<file path="src/design/cc_regs.svh">
// Constants for the closed-caption line inserter
`ifndef CC_REGS_SVH
`define CC_REGS_SVH
// Register subaddresses of the caption byte pairs
`define CC_EVEN_LO_ADDR 8'h11
`define CC_EVEN_HI_ADDR 8'h12
`define CC_ODD_LO_ADDR 8'h13
`define CC_ODD_HI_ADDR 8'h14
`define CC_ODD_LINE 10'h015
`define CC_EVEN_LINE 10'h11C
`define CC_RUNIN_CYCLES 4'h7
`define CC_GAP_BITS 4'h2
`define CC_DATA_BITS 5'h10
// Caption bit rate 503.5 kHz; clock 10 MHz gives 19 clocks per bit after integer division
`define CC_CLK_HZ 10000000
`define CC_BIT_HZ 503500
`define CC_BIT_CLKS (`CC_CLK_HZ / `CC_BIT_HZ)
`define CC_START_CLKS 16'h0064
`define CC_LEVEL_HIGH 10'h1F4
`define CC_LEVEL_BLANK 10'h0F0
`endif

</file>
<file path="src/design/cc_pkg.sv">
// Types shared by the caption inserter
package cc_pkg;
  typedef struct packed {
    logic [7:0] addr;
    logic [7:0] data;
    logic we;
  } reg_wr_t;
  typedef struct packed {
    logic [9:0] line;
    logic odd_field;
    logic line_start;
  } timing_t;
  typedef enum logic [4:0] {
    ST_IDLE = 5'b00001,
    ST_WAIT = 5'b00010,
    ST_RUNIN = 5'b00100,
    ST_GAP = 5'b01000,
    ST_DATA = 5'b10000
  } cc_state_t;
endpackage : cc_pkg

</file>
<file path="src/design/cc_byte_store.sv">
// Two byte pairs of caption data, written by subaddress, read registered
`timescale 1ns/10ps
`include "cc_regs.svh"
module cc_byte_store (
  input wire logic clk_sys,
  input wire logic srst,
  input wire cc_pkg::reg_wr_t wr,
  input wire logic sel_odd,
  output logic [15:0] rd_pair
);
  logic [7:0] even_lo;
  logic [7:0] even_hi;
  logic [7:0] odd_lo;
  logic [7:0] odd_hi;
  wire [15:0] next_pair = sel_odd ? {odd_hi, odd_lo} : {even_hi, even_lo};

  always_ff @(posedge clk_sys) begin
    if (srst) begin
      even_lo <= 8'h00;
      even_hi <= 8'h00;
      odd_lo <= 8'h00;
      odd_hi <= 8'h00;
      rd_pair <= 16'h0000;
    end else begin
      if (wr.we && wr.addr == `CC_EVEN_LO_ADDR) even_lo <= wr.data;
      if (wr.we && wr.addr == `CC_EVEN_HI_ADDR) even_hi <= wr.data;
      if (wr.we && wr.addr == `CC_ODD_LO_ADDR) odd_lo <= wr.data;
      if (wr.we && wr.addr == `CC_ODD_HI_ADDR) odd_hi <= wr.data;
      rd_pair <= next_pair;
    end
  end
endmodule : cc_byte_store

</file>
<file path="src/design/closed_caption_inserter.sv">
// Closed-caption waveform inserter for lines 21 and 284
`timescale 1ns/10ps
`include "cc_regs.svh"
module closed_caption_inserter #(
  parameter int BIT_CLKS = `CC_BIT_CLKS,
  parameter logic [15:0] START_CLKS = `CC_START_CLKS
) (
  input wire logic clk_sys,
  input wire logic srst,
  input wire cc_pkg::reg_wr_t wr,
  input wire cc_pkg::timing_t timing,
  input wire logic [9:0] pixel_in,
  output logic [9:0] pixel_out,
  output logic cc_active
);
  // ********************************
  // State and counters
  // ********************************
  cc_pkg::cc_state_t state;
  cc_pkg::cc_state_t next_state;
  logic [15:0] clk_cnt;
  logic [4:0] bit_cnt;
  logic [16:0] shreg;
  logic caption_line;
  logic [15:0] pair;
  wire [15:0] bit_len = 16'(BIT_CLKS);
  wire [15:0] half_len = 16'(BIT_CLKS / 2);

  // ********************************
  // Helper functions
  // ********************************
  // Written bit 7 is dropped; the parity is always made here
  function automatic logic [7:0] with_parity(input logic [7:0] b);
    with_parity = {~^b[6:0], b[6:0]};
  endfunction : with_parity

  // One luma level per waveform bit, shared by run-in and data
  function automatic logic [9:0] level_of(input logic b);
    level_of = b ? `CC_LEVEL_HIGH : `CC_LEVEL_BLANK;
  endfunction : level_of

  // True on the last clock of a phase that lasts n bit periods
  function automatic logic phase_end(
    input logic [4:0] cnt,
    input logic [4:0] n,
    input logic tick
  );
    phase_end = tick && (cnt == n - 5'h01);
  endfunction : phase_end

  // ********************************
  // Line and state decode
  // ********************************
  wire odd_line = timing.odd_field && (timing.line == `CC_ODD_LINE);
  wire even_line = !timing.odd_field && (timing.line == `CC_EVEN_LINE);
  wire is_cc_line = odd_line || even_line;
  wire line_go = timing.line_start && is_cc_line;
  wire in_wait = (state == cc_pkg::ST_WAIT);
  wire in_runin = (state == cc_pkg::ST_RUNIN);
  wire in_gap = (state == cc_pkg::ST_GAP);
  wire in_data = (state == cc_pkg::ST_DATA);

  // ********************************
  // Phase ends
  // ********************************
  wire bit_end = (clk_cnt == bit_len - 16'h0001);
  // Run-in: one square cycle per bit period, so phase follows the data
  wire runin_done = phase_end(bit_cnt, 5'(`CC_RUNIN_CYCLES), bit_end);
  wire gap_done = phase_end(bit_cnt, 5'(`CC_GAP_BITS), bit_end);
  // Start bit plus the sixteen data bits
  wire data_done = phase_end(bit_cnt, `CC_DATA_BITS + 5'h01, bit_end);
  wire wait_done = (clk_cnt == START_CLKS);

  // ********************************
  // Byte store
  // ********************************
  cc_byte_store u_store (
    .clk_sys(clk_sys),
    .srst(srst),
    .wr(wr),
    .sel_odd(timing.odd_field),
    .rd_pair(pair)
  );

  // ********************************
  // Next state
  // ********************************
  // A caption line that starts mid-sequence is not restarted
  always_comb begin
    next_state = state;
    unique case (state)
      cc_pkg::ST_IDLE: begin
        if (line_go) next_state = cc_pkg::ST_WAIT;
      end
      cc_pkg::ST_WAIT: begin
        if (wait_done) next_state = cc_pkg::ST_RUNIN;
      end
      cc_pkg::ST_RUNIN: begin
        if (runin_done) next_state = cc_pkg::ST_GAP;
      end
      cc_pkg::ST_GAP: begin
        if (gap_done) next_state = cc_pkg::ST_DATA;
      end
      cc_pkg::ST_DATA: begin
        if (data_done) next_state = cc_pkg::ST_IDLE;
      end
      default: next_state = cc_pkg::ST_IDLE;
    endcase
  end

  // ********************************
  // Sequencing
  // ********************************
  wire new_phase = (state != next_state);
  // The wait spans several bit periods, so it counts straight through
  wire wait_count = in_wait && !wait_done;
  wire bit_restart = new_phase || bit_end;
  wire [15:0] clk_inc = clk_cnt + 16'h0001;
  wire [15:0] next_clk = (wait_count || !bit_restart) ? clk_inc : 16'h0000;
  wire [4:0] bit_inc = bit_cnt + 5'h01;
  wire [4:0] bit_step = bit_end ? bit_inc : bit_cnt;
  wire [4:0] next_bit = new_phase ? 5'h00 : bit_step;

  // ********************************
  // Phase counters
  // ********************************
  always_ff @(posedge clk_sys) begin
    if (srst) begin
      state <= cc_pkg::ST_IDLE;
    end else begin
      state <= next_state;
    end
  end

  always_ff @(posedge clk_sys) begin
    if (srst) begin
      clk_cnt <= 16'h0000;
    end else begin
      clk_cnt <= next_clk;
    end
  end

  always_ff @(posedge clk_sys) begin
    if (srst) begin
      bit_cnt <= 5'h00;
    end else begin
      bit_cnt <= next_bit;
    end
  end

  // ********************************
  // Caption bytes
  // ********************************
  // Taken as the gap ends, the last moment before the start bit, so a
  // write made by the preceding line still goes out on this one
  wire load_bytes = in_gap && gap_done;
  wire shift_bit = in_data && bit_end;
  wire [16:0] framed = {with_parity(pair[15:8]), with_parity(pair[7:0]), 1'b1};
  wire [16:0] shifted = {1'b0, shreg[16:1]};

  always_ff @(posedge clk_sys) begin
    if (srst) begin
      shreg <= 17'h00000;
    end else if (load_bytes) begin
      shreg <= framed;
    end else if (shift_bit) begin
      shreg <= shifted;
    end
  end

  // ********************************
  // Output mux
  // ********************************
  // Line start decides at once, so no pixel of the next line is swallowed
  wire on_cc = timing.line_start ? is_cc_line : caption_line;

  always_ff @(posedge clk_sys) begin
    if (srst) begin
      caption_line <= 1'b0;
    end else begin
      caption_line <= on_cc;
    end
  end

  // Square run-in; downstream luma filtering band-limits it toward a sine
  wire runin_level = (clk_cnt < half_len);
  wire [9:0] cc_level = in_runin ? level_of(runin_level) :
    in_data ? level_of(shreg[0]) : `CC_LEVEL_BLANK;
  wire [9:0] next_pixel = on_cc ? cc_level : pixel_in;

  always_ff @(posedge clk_sys) begin
    if (srst) begin
      pixel_out <= 10'h000;
    end else begin
      pixel_out <= next_pixel;
    end
  end

  always_ff @(posedge clk_sys) begin
    if (srst) begin
      cc_active <= 1'b0;
    end else begin
      cc_active <= on_cc;
    end
  end
endmodule : closed_caption_inserter

</file>
<file path="config.mk">
export PLATFORM = sky130hd
export DESIGN_NAME = closed_caption_inserter
export DESIGN_NICKNAME = d
export VERILOG_FILES = /design/src/design/cc_pkg.sv /design/src/design/cc_byte_store.sv /design/src/design/closed_caption_inserter.sv
export VERILOG_INCLUDE_DIRS = /design/src /design/src/design
export SDC_FILE = /design/constraint.sdc
export NUM_CORES = 1
export LEC_CHECK = 0
export BUFFER_PORTS_ARGS = -buffer_cell sky130_fd_sc_hd__buf_2
export CAP_MARGIN = 40
export CORE_AREA = 4 4 109 111
export CTS_BUF_LIST = sky130_fd_sc_hd__clkbuf_16
export CTS_CLUSTER_DIAMETER = 30
export DETAILED_ROUTE_END_ITERATION = 10
export DIE_AREA = 0 0 113 115
export HOLD_SLACK_MARGIN = 0.15
export MAX_ROUTING_LAYER = met4
export RECOVER_POWER = 100
export SLEW_MARGIN = 0
export SYNTH_ARGS = -nofsm -noshare
export SYNTH_HDL_FRONTEND = slang
export SYNTH_SLANG_ARGS = --single-unit
</file>
<file path="constraint.sdc">
create_clock -name clk_sys -period 3.2 [get_ports clk_sys]
set_clock_uncertainty 0.05 [all_clocks]
set_input_delay 0.16 -clock clk_sys [delete_from_list [all_inputs] [get_ports clk_sys]]
set_output_delay 0.16 -clock clk_sys [all_outputs]
set_load 0.02 [all_outputs]
</file>
==> impl_metrics.ini, run 1 <==
[worst_setup_path]
cp_num_buf_inv = 2
cp_slowest_stage_delay_ns = 0.47
startpoint = clk_cnt[0]
reg2reg_from = clk_cnt[0]
cp_slowest_cell = nor4_1
worstPathArrival_ns = 2.75
critPathCaptureType = register
startpoint_type = register
crit_path_max_fanout = 8
cp.required_ns = 3.37
cpLargestDelayFamily = simple AND/OR/NAND/NOR gates
worstSetupPathType = register to register
worstPathCellList = inv_1, ha_1, and4bb_1, nand4_1, nor4_1, a21oi_2, o2111ai_2, clkbuf_1, nor3b_1

[synth]
async_flop_share_pct = 0
netlist_area_sq_um = 4320
syn_nets = 513
ys_ff_latch = 96
synth_top_area_share_pct = 44.5
yosysTopAreaCell = dfxtp_1
ys_top_cells_by_area = dfxtp_1 45%, mux2i_1 10%, nor2_1 6.3%
synth-main-ff-cell = dfxtp_1
ys_warn_count = 0
seq_area_frac_synth_pct = 44.5
synth_cells = 464
synthDistinctLibCells = 51
synth_edf_count = 0
synth_area_per_cell_sq_um = 9.30

[drt]
drc_errors = 0
dr_total_vias = 3395
drt-total-wl_microns = 8880
wl_per_cell_microns = 13.2
viasPerCell = 5.04
postRouteAntennaNets = 0
drtIter0Drc = 166
drt-pass1-iter-count = 5

[floorplanning]
die_y_microns = 115
core-area_sq_um = 10800
die_w_microns = 113
core.rowCount = 38
start_util_pct = 40.0
io_pins = 52
fp.dieArea_sq_um = 13000

[timing]
finalCritPeriodShare_pct = 80.6
setup_violations = 0
setup-tns-final_ns = 0
max_freq_ghz = 0.388
layout_min_cycle_time_ns = 2.58
tightest_slew_ns = 1.45
slew_viol_final = 0
maxSlewHeadroom_pct = 3.32
whs_ns = 0.213
hold_violations = 0
rsz0062_at_grt = false

[grt]
grt_start_max_net_pins = 76
grt_overflow = 0
grt_pass1_vias = 3355
grt_usage_pct = 15.4
grt_pass1_wl_microns = 15800
use_met3_pct = 3.63
use_met2_pct = 22.4
antenna_found_initial = 0
busiest_layer = met2
met1_usage_pct = 20.5

[layout]
stdcell_count = 673
n_fill_cell = 1025
multi_input_area_sq_um = 2220
areaGrowthSynthToFinish_pct = 18.3
seq_area_sq_um = 1920
n_antenna_cell = 0
fin_nets = 577
drive_above_1_share_pct = 13.1

[placed_design]
gp_congestion = 0.860
dp_cells = 640
port_buffers = 50
hpwlAfterDp_microns = 6090

[clock_tree]
cts_root_buffer = clkbuf_16
cts_buffers = 9
clock_latency_ns = 0.35
cts_resized = 0
ctsHoldBuffers = 17
cts.sinks = 96
cts_setup_buffers = 0
htreeDepth = 3
path_clk_slew_ns = 0.07
cts_buffer_depth = 2
cts_tree = yes

[power]
power_mw = 2.37
leakagePower_nw = 2.07
power_density_nw_per_um2 = 464
vdd_drop_max_mv = 0.277

[outcome]
outcome = complete, no violations

[flow_run]
maxCapViolCount = 0

[worst_hold_path]
hold_start = wr[10]
hp-class = input pin to register
[state kept, by name, summed over array words and instances, names as in the netlist]
| register | count |
|---|---|
| shreg | 17 |
| clk_cnt | 16 |
| u_store.rd_pair | 14 |
| pixel_out | 10 |
| u_store.even_hi | 7 |
| u_store.even_lo | 7 |
| u_store.odd_hi | 7 |
| u_store.odd_lo | 7 |
| bit_cnt | 5 |
| state | 5 |
| cc_active | 1 |
[metrics by stage]
| step | util [%] | area, sq um | worst slack (ns) |
|---|---|---|---|
| floorplan | - | 4320 | 1.21 |
| global placement | 43.5 | 4700 | 0.843 |
| detailed placement | 43.5 | 4700 | 0.853 |
| CTS | 47.7 | 5150 | 0.841 |
| global route | 47.3 | 5100 | 0.357 |
| finish | 47.3 | 5100 | 0.622 |
[per-layer routing]
layer / up-vias / part of all wire, %
met4: 0 / 2.0
met5: - / 0
met2: 87 / 42
li1: 1728 / -
met1: 1567 / 50
met3: 13 / 5.7
[power by group]
| part | switching, mW | internal [mW] |
|---|---|---|
| clock network | 0.496 | 0.545 |
| registers | 0.00762 | 1.20 |
| logic | 0.0628 | 0.0555 |
[area by class of cell]
type,instances,share of cell area [%]
flip-flops and latches,96,37.6
inverters,15,1.10
clock buffers,9,4.41
well taps,140,3.43
repair buffers,74,8.68
multi-input cells,332,43.5
clock inverters,7,1.20
[cells by family (layout without fill, tap and decap cells)]
family	Yosys count	in the layout	synth area share [%]
DFF	96	96	44.5
buffers and inverters	36	105	3.71
and+or+nand+nor	189	189	23.6
adders and majority gates	8	8	2.32
muxes	45	45	10.4
AOI/OAI and AO/OA	59	59	9.13
xor gates and xnor gates	31	31	6.29
[final timing paths]
kind | end | slack (ns) | depth (start not counted)
min | u_store.even_lo[0] | 0.21 | 4
max reg2reg | clk_cnt[15] | 0.62 | 9
min reg2reg | shreg[12] | 0.40 | 2
max | clk_cnt[15] | 0.62 | 9
[worst register-to-register path: cells and delay by family (launching register included)]
| family | cells | cell delay (ns) |
|---|---|---|
| fa+ha+maj | 1 | 0.15 |
| buf+inv | 2 | 0.46 |
| compound gates | 2 | 0.33 |
| simple gates | 4 | 1.10 |
| flops | 1 | 0.36 |
[cells in the final DEF, fill, tap and decap left out, types with 4 or more instances in the layout]
cell and count:
a21oi_1 26, a22oi_1 14, and2_0 4, and3_1 8, buf_2 37, clkbuf_1 16, clkbuf_16 9, dfxtp_1 96
dlygate4sd3_1 17, ha_1 8, inv_1 16, mux2i_1 45, nand2_1 44, nand2b_1 4, nand3_1 9, nand4_1 5
nor2_1 73, nor2b_1 4, nor3_1 7, nor3b_1 4, nor4b_1 4, xnor2_1 22, xor2_1 9
[synth_stat cells (all sizes together) (3+ instances only)]
cell    instances
dfxtp          96
nor2           74
mux2i          45
nand2          44
a21oi          27
xnor2          22
inv            15
a22oi          14
buf            13
nand3          10
xor2            9
and3            8
clkbuf          8
ha              8
nor3            8
nor4            6
nor4b           6
nand4           5
and2            4
nand2b          4
nor2b           4
nor3b           4
nor4bb          3
or3             3
(Power assumes the default switching activity.)
==> run 2: changes to the inputs <==
==> constraint.sdc (replaced) <==
create_clock -name clk_sys -period 2.56 [get_ports clk_sys]
set_clock_uncertainty 0.05 [all_clocks]
set_input_delay 0.128 -clock clk_sys [delete_from_list [all_inputs] [get_ports clk_sys]]
set_output_delay 0.128 -clock clk_sys [all_outputs]
set_load 0.02 [all_outputs]
==> run 2 against run 1 <==
Via count decreased by 0.56%. Worst setup slack got worse by 0.41 ns. First-iteration DRC count increased by 10%. Core utilization increased by 0.94 points. Register-to-register slack got worse by 0.41 ns. Sequential share of layout area decreased by 0.73 points.
==> impl_metrics.ini, run 2 (same netlist as run 1, synthesis figures left out) <==
[floorplanning]
die_w_microns = 113
die_y_microns = 115
start_util_pct = 40.0
fp.dieArea_sq_um = 13000
core-area_sq_um = 10800
core.rowCount = 38
io_pins = 52

[timing]
hold_violations = 0
setup_violations = 0
maxSlewHeadroom_pct = 26.9
finalCritPeriodShare_pct = 91.9
rsz0062_at_grt = false
slew_viol_final = 0
layout_min_cycle_time_ns = 2.35
tightest_slew_ns = 1.10
setup-tns-final_ns = 0
max_freq_ghz = 0.425

[grt]
grt_pass1_wl_microns = 15400
antenna_found_initial = 0
grt_start_max_net_pins = 60
grt_pass1_vias = 3290
grt_overflow = 0
grt_usage_pct = 14.9

[power]
vdd_drop_max_mv = 0.425
leakagePower_nw = 2.11
power_density_nw_per_um2 = 573

[clock_tree]
path_clk_slew_ns = 0.07
cts_root_buffer = clkbuf_16
cts.sinks = 96
clock_latency_ns = 0.34
cts_buffer_depth = 2
htreeDepth = 3
cts_tree = yes
cts_buffers = 9
cts_resized = 0
cts_setup_buffers = 0

[placed_design]
port_buffers = 50
hpwlAfterDp_microns = 6120
placed_area_sq_um = 4720
gp_congestion = 0.857

[layout]
fin_nets = 584
layout_common_cells = 96 x dfxtp_1, 73 x nor2_1, 45 x mux2i_1
largest_register_ff_count = 17
fin_area_sq_um = 5210
areaGrowthSynthToFinish_pct = 20.6
drive_above_1_share_pct = 14.4
top_register = shreg
n_fill_cell = 982
n_antenna_cell = 0
final_common_cell = dfxtp_1
reg.largest.list = shreg (17), clk_cnt (16), u_store.rd_pair (14)

[drt]
postRouteAntennaNets = 0
viasPerCell = 4.96
wl_per_cell_microns = 13.2
drc_errors = 0
dr_total_vias = 3376
drt-pass1-iter-count = 4
drt-total-wl_microns = 8950
drtIter0Drc = 183

[worst_setup_path]
reg2reg_slack_ns = 0.21
path_depth = 7
cp_slowest_stage_delay_ns = 0.46
cpLargestDelayFamily = simple AND/OR/NAND/NOR gates
worstSetupPathType = register to register
critPathCaptureType = register
worstPathArrival_ns = 2.48
worstPathCellList = nor3_1, nand3_1, nor3_1, nor2_1, buf_4, a22oi_1, nor2_1
reg2reg_to = shreg[16]
r2r_cells = 7
startpoint_type = register
cp_slowest_cell = nor3_1
crit_path_max_fanout = 14
reg2reg_from = clk_cnt[6]
cp.required_ns = 2.69
cp_num_buf_inv = 1

[flow_run]
maxCapViolCount = 0

[outcome]
outcome = complete, no violations

[worst_hold_path]
hold_start = timing[3]
hp-class = input pin to register
hold_path_depth = 5
worstHoldEndpoint = state[1]
-- run 2: cell count changes in the layout (fill, tap and decap cells not counted), sizes merged --
cell	before	now
inv	21	18
dlygate4sd3	17	22
clkinvlp	0	2
buf	40	45
clkbuf	26	23
clkinv	1	2
-- run 2: layer usage --
metal	track usage, %	share of wire [%]	vias to the layer above
met5	-	0	-
met4	3.93	1.0	0
met2	22.7	44	81
met1	20.0	50	1542
li1	-	-	1744
met3	3.47	4.5	9
-- run 2: report_power, final --
group	switching [mW]	leakage [nW]	internal, mW
clock network	0.622	0.140	0.689
registers	0.00709	0.776	1.51
logic	0.0822	1.19	0.0773
total	0.711	2.11	2.27
-- run 2: metrics by stage --
step	instances	total power, mW	util [%]	setup slack [ns]	hold WS (ns)
after CTS	680	3.04	48.6	0.253	0.206
final	680	2.98	48.2	0.207	0.216
after detailed placement	642	1.69	43.8	0.282	0.281
after floorplan	464	1.62	-	0.570	0.188
after global routing	680	3.11	48.2	0.0611	0.246
after global placement	642	1.68	43.8	0.335	0.278
-- run 2: area by class of cell --
type	instances	area [sq um]	area share, %
repair buffers	81	531	10.2
well taps	140	175	3.36
clock buffers	9	225	4.33
flip-flops and latches	96	1920	36.9
clock inverters	7	73.8	1.42
inverters	15	56.3	1.08
multi-input cells	332	2220	42.7
-- run 2: repair_timing --
action,in CTS,in global routing
endpoints found under the setup margin,0,0
hold buffers,22,0
hold endpoints to repair,42,0
-- run 2: how the worst max path moves through the flow --
stage	start	to	slack, ns
global placement	clk_cnt[0]	clk_cnt[1]	0.34
CTS	clk_cnt[0]	clk_cnt[4]	0.25
global route	clk_cnt[6]	shreg[16]	0.06
floorplan	clk_cnt[0]	clk_cnt[1]	0.57
finish	clk_cnt[6]	shreg[16]	0.21
detailed placement	clk_cnt[0]	clk_cnt[1]	0.28
-- run 2: worst reg2reg max path, cell delays in order (launching register included) --
cell	delay (ns)
dfxtp_1	0.35
nor3_1	0.42
nand3_1	0.36
nor3_1	0.46
nor2_1	0.09
buf_4	0.20
a22oi_1	0.20
nor2_1	0.06
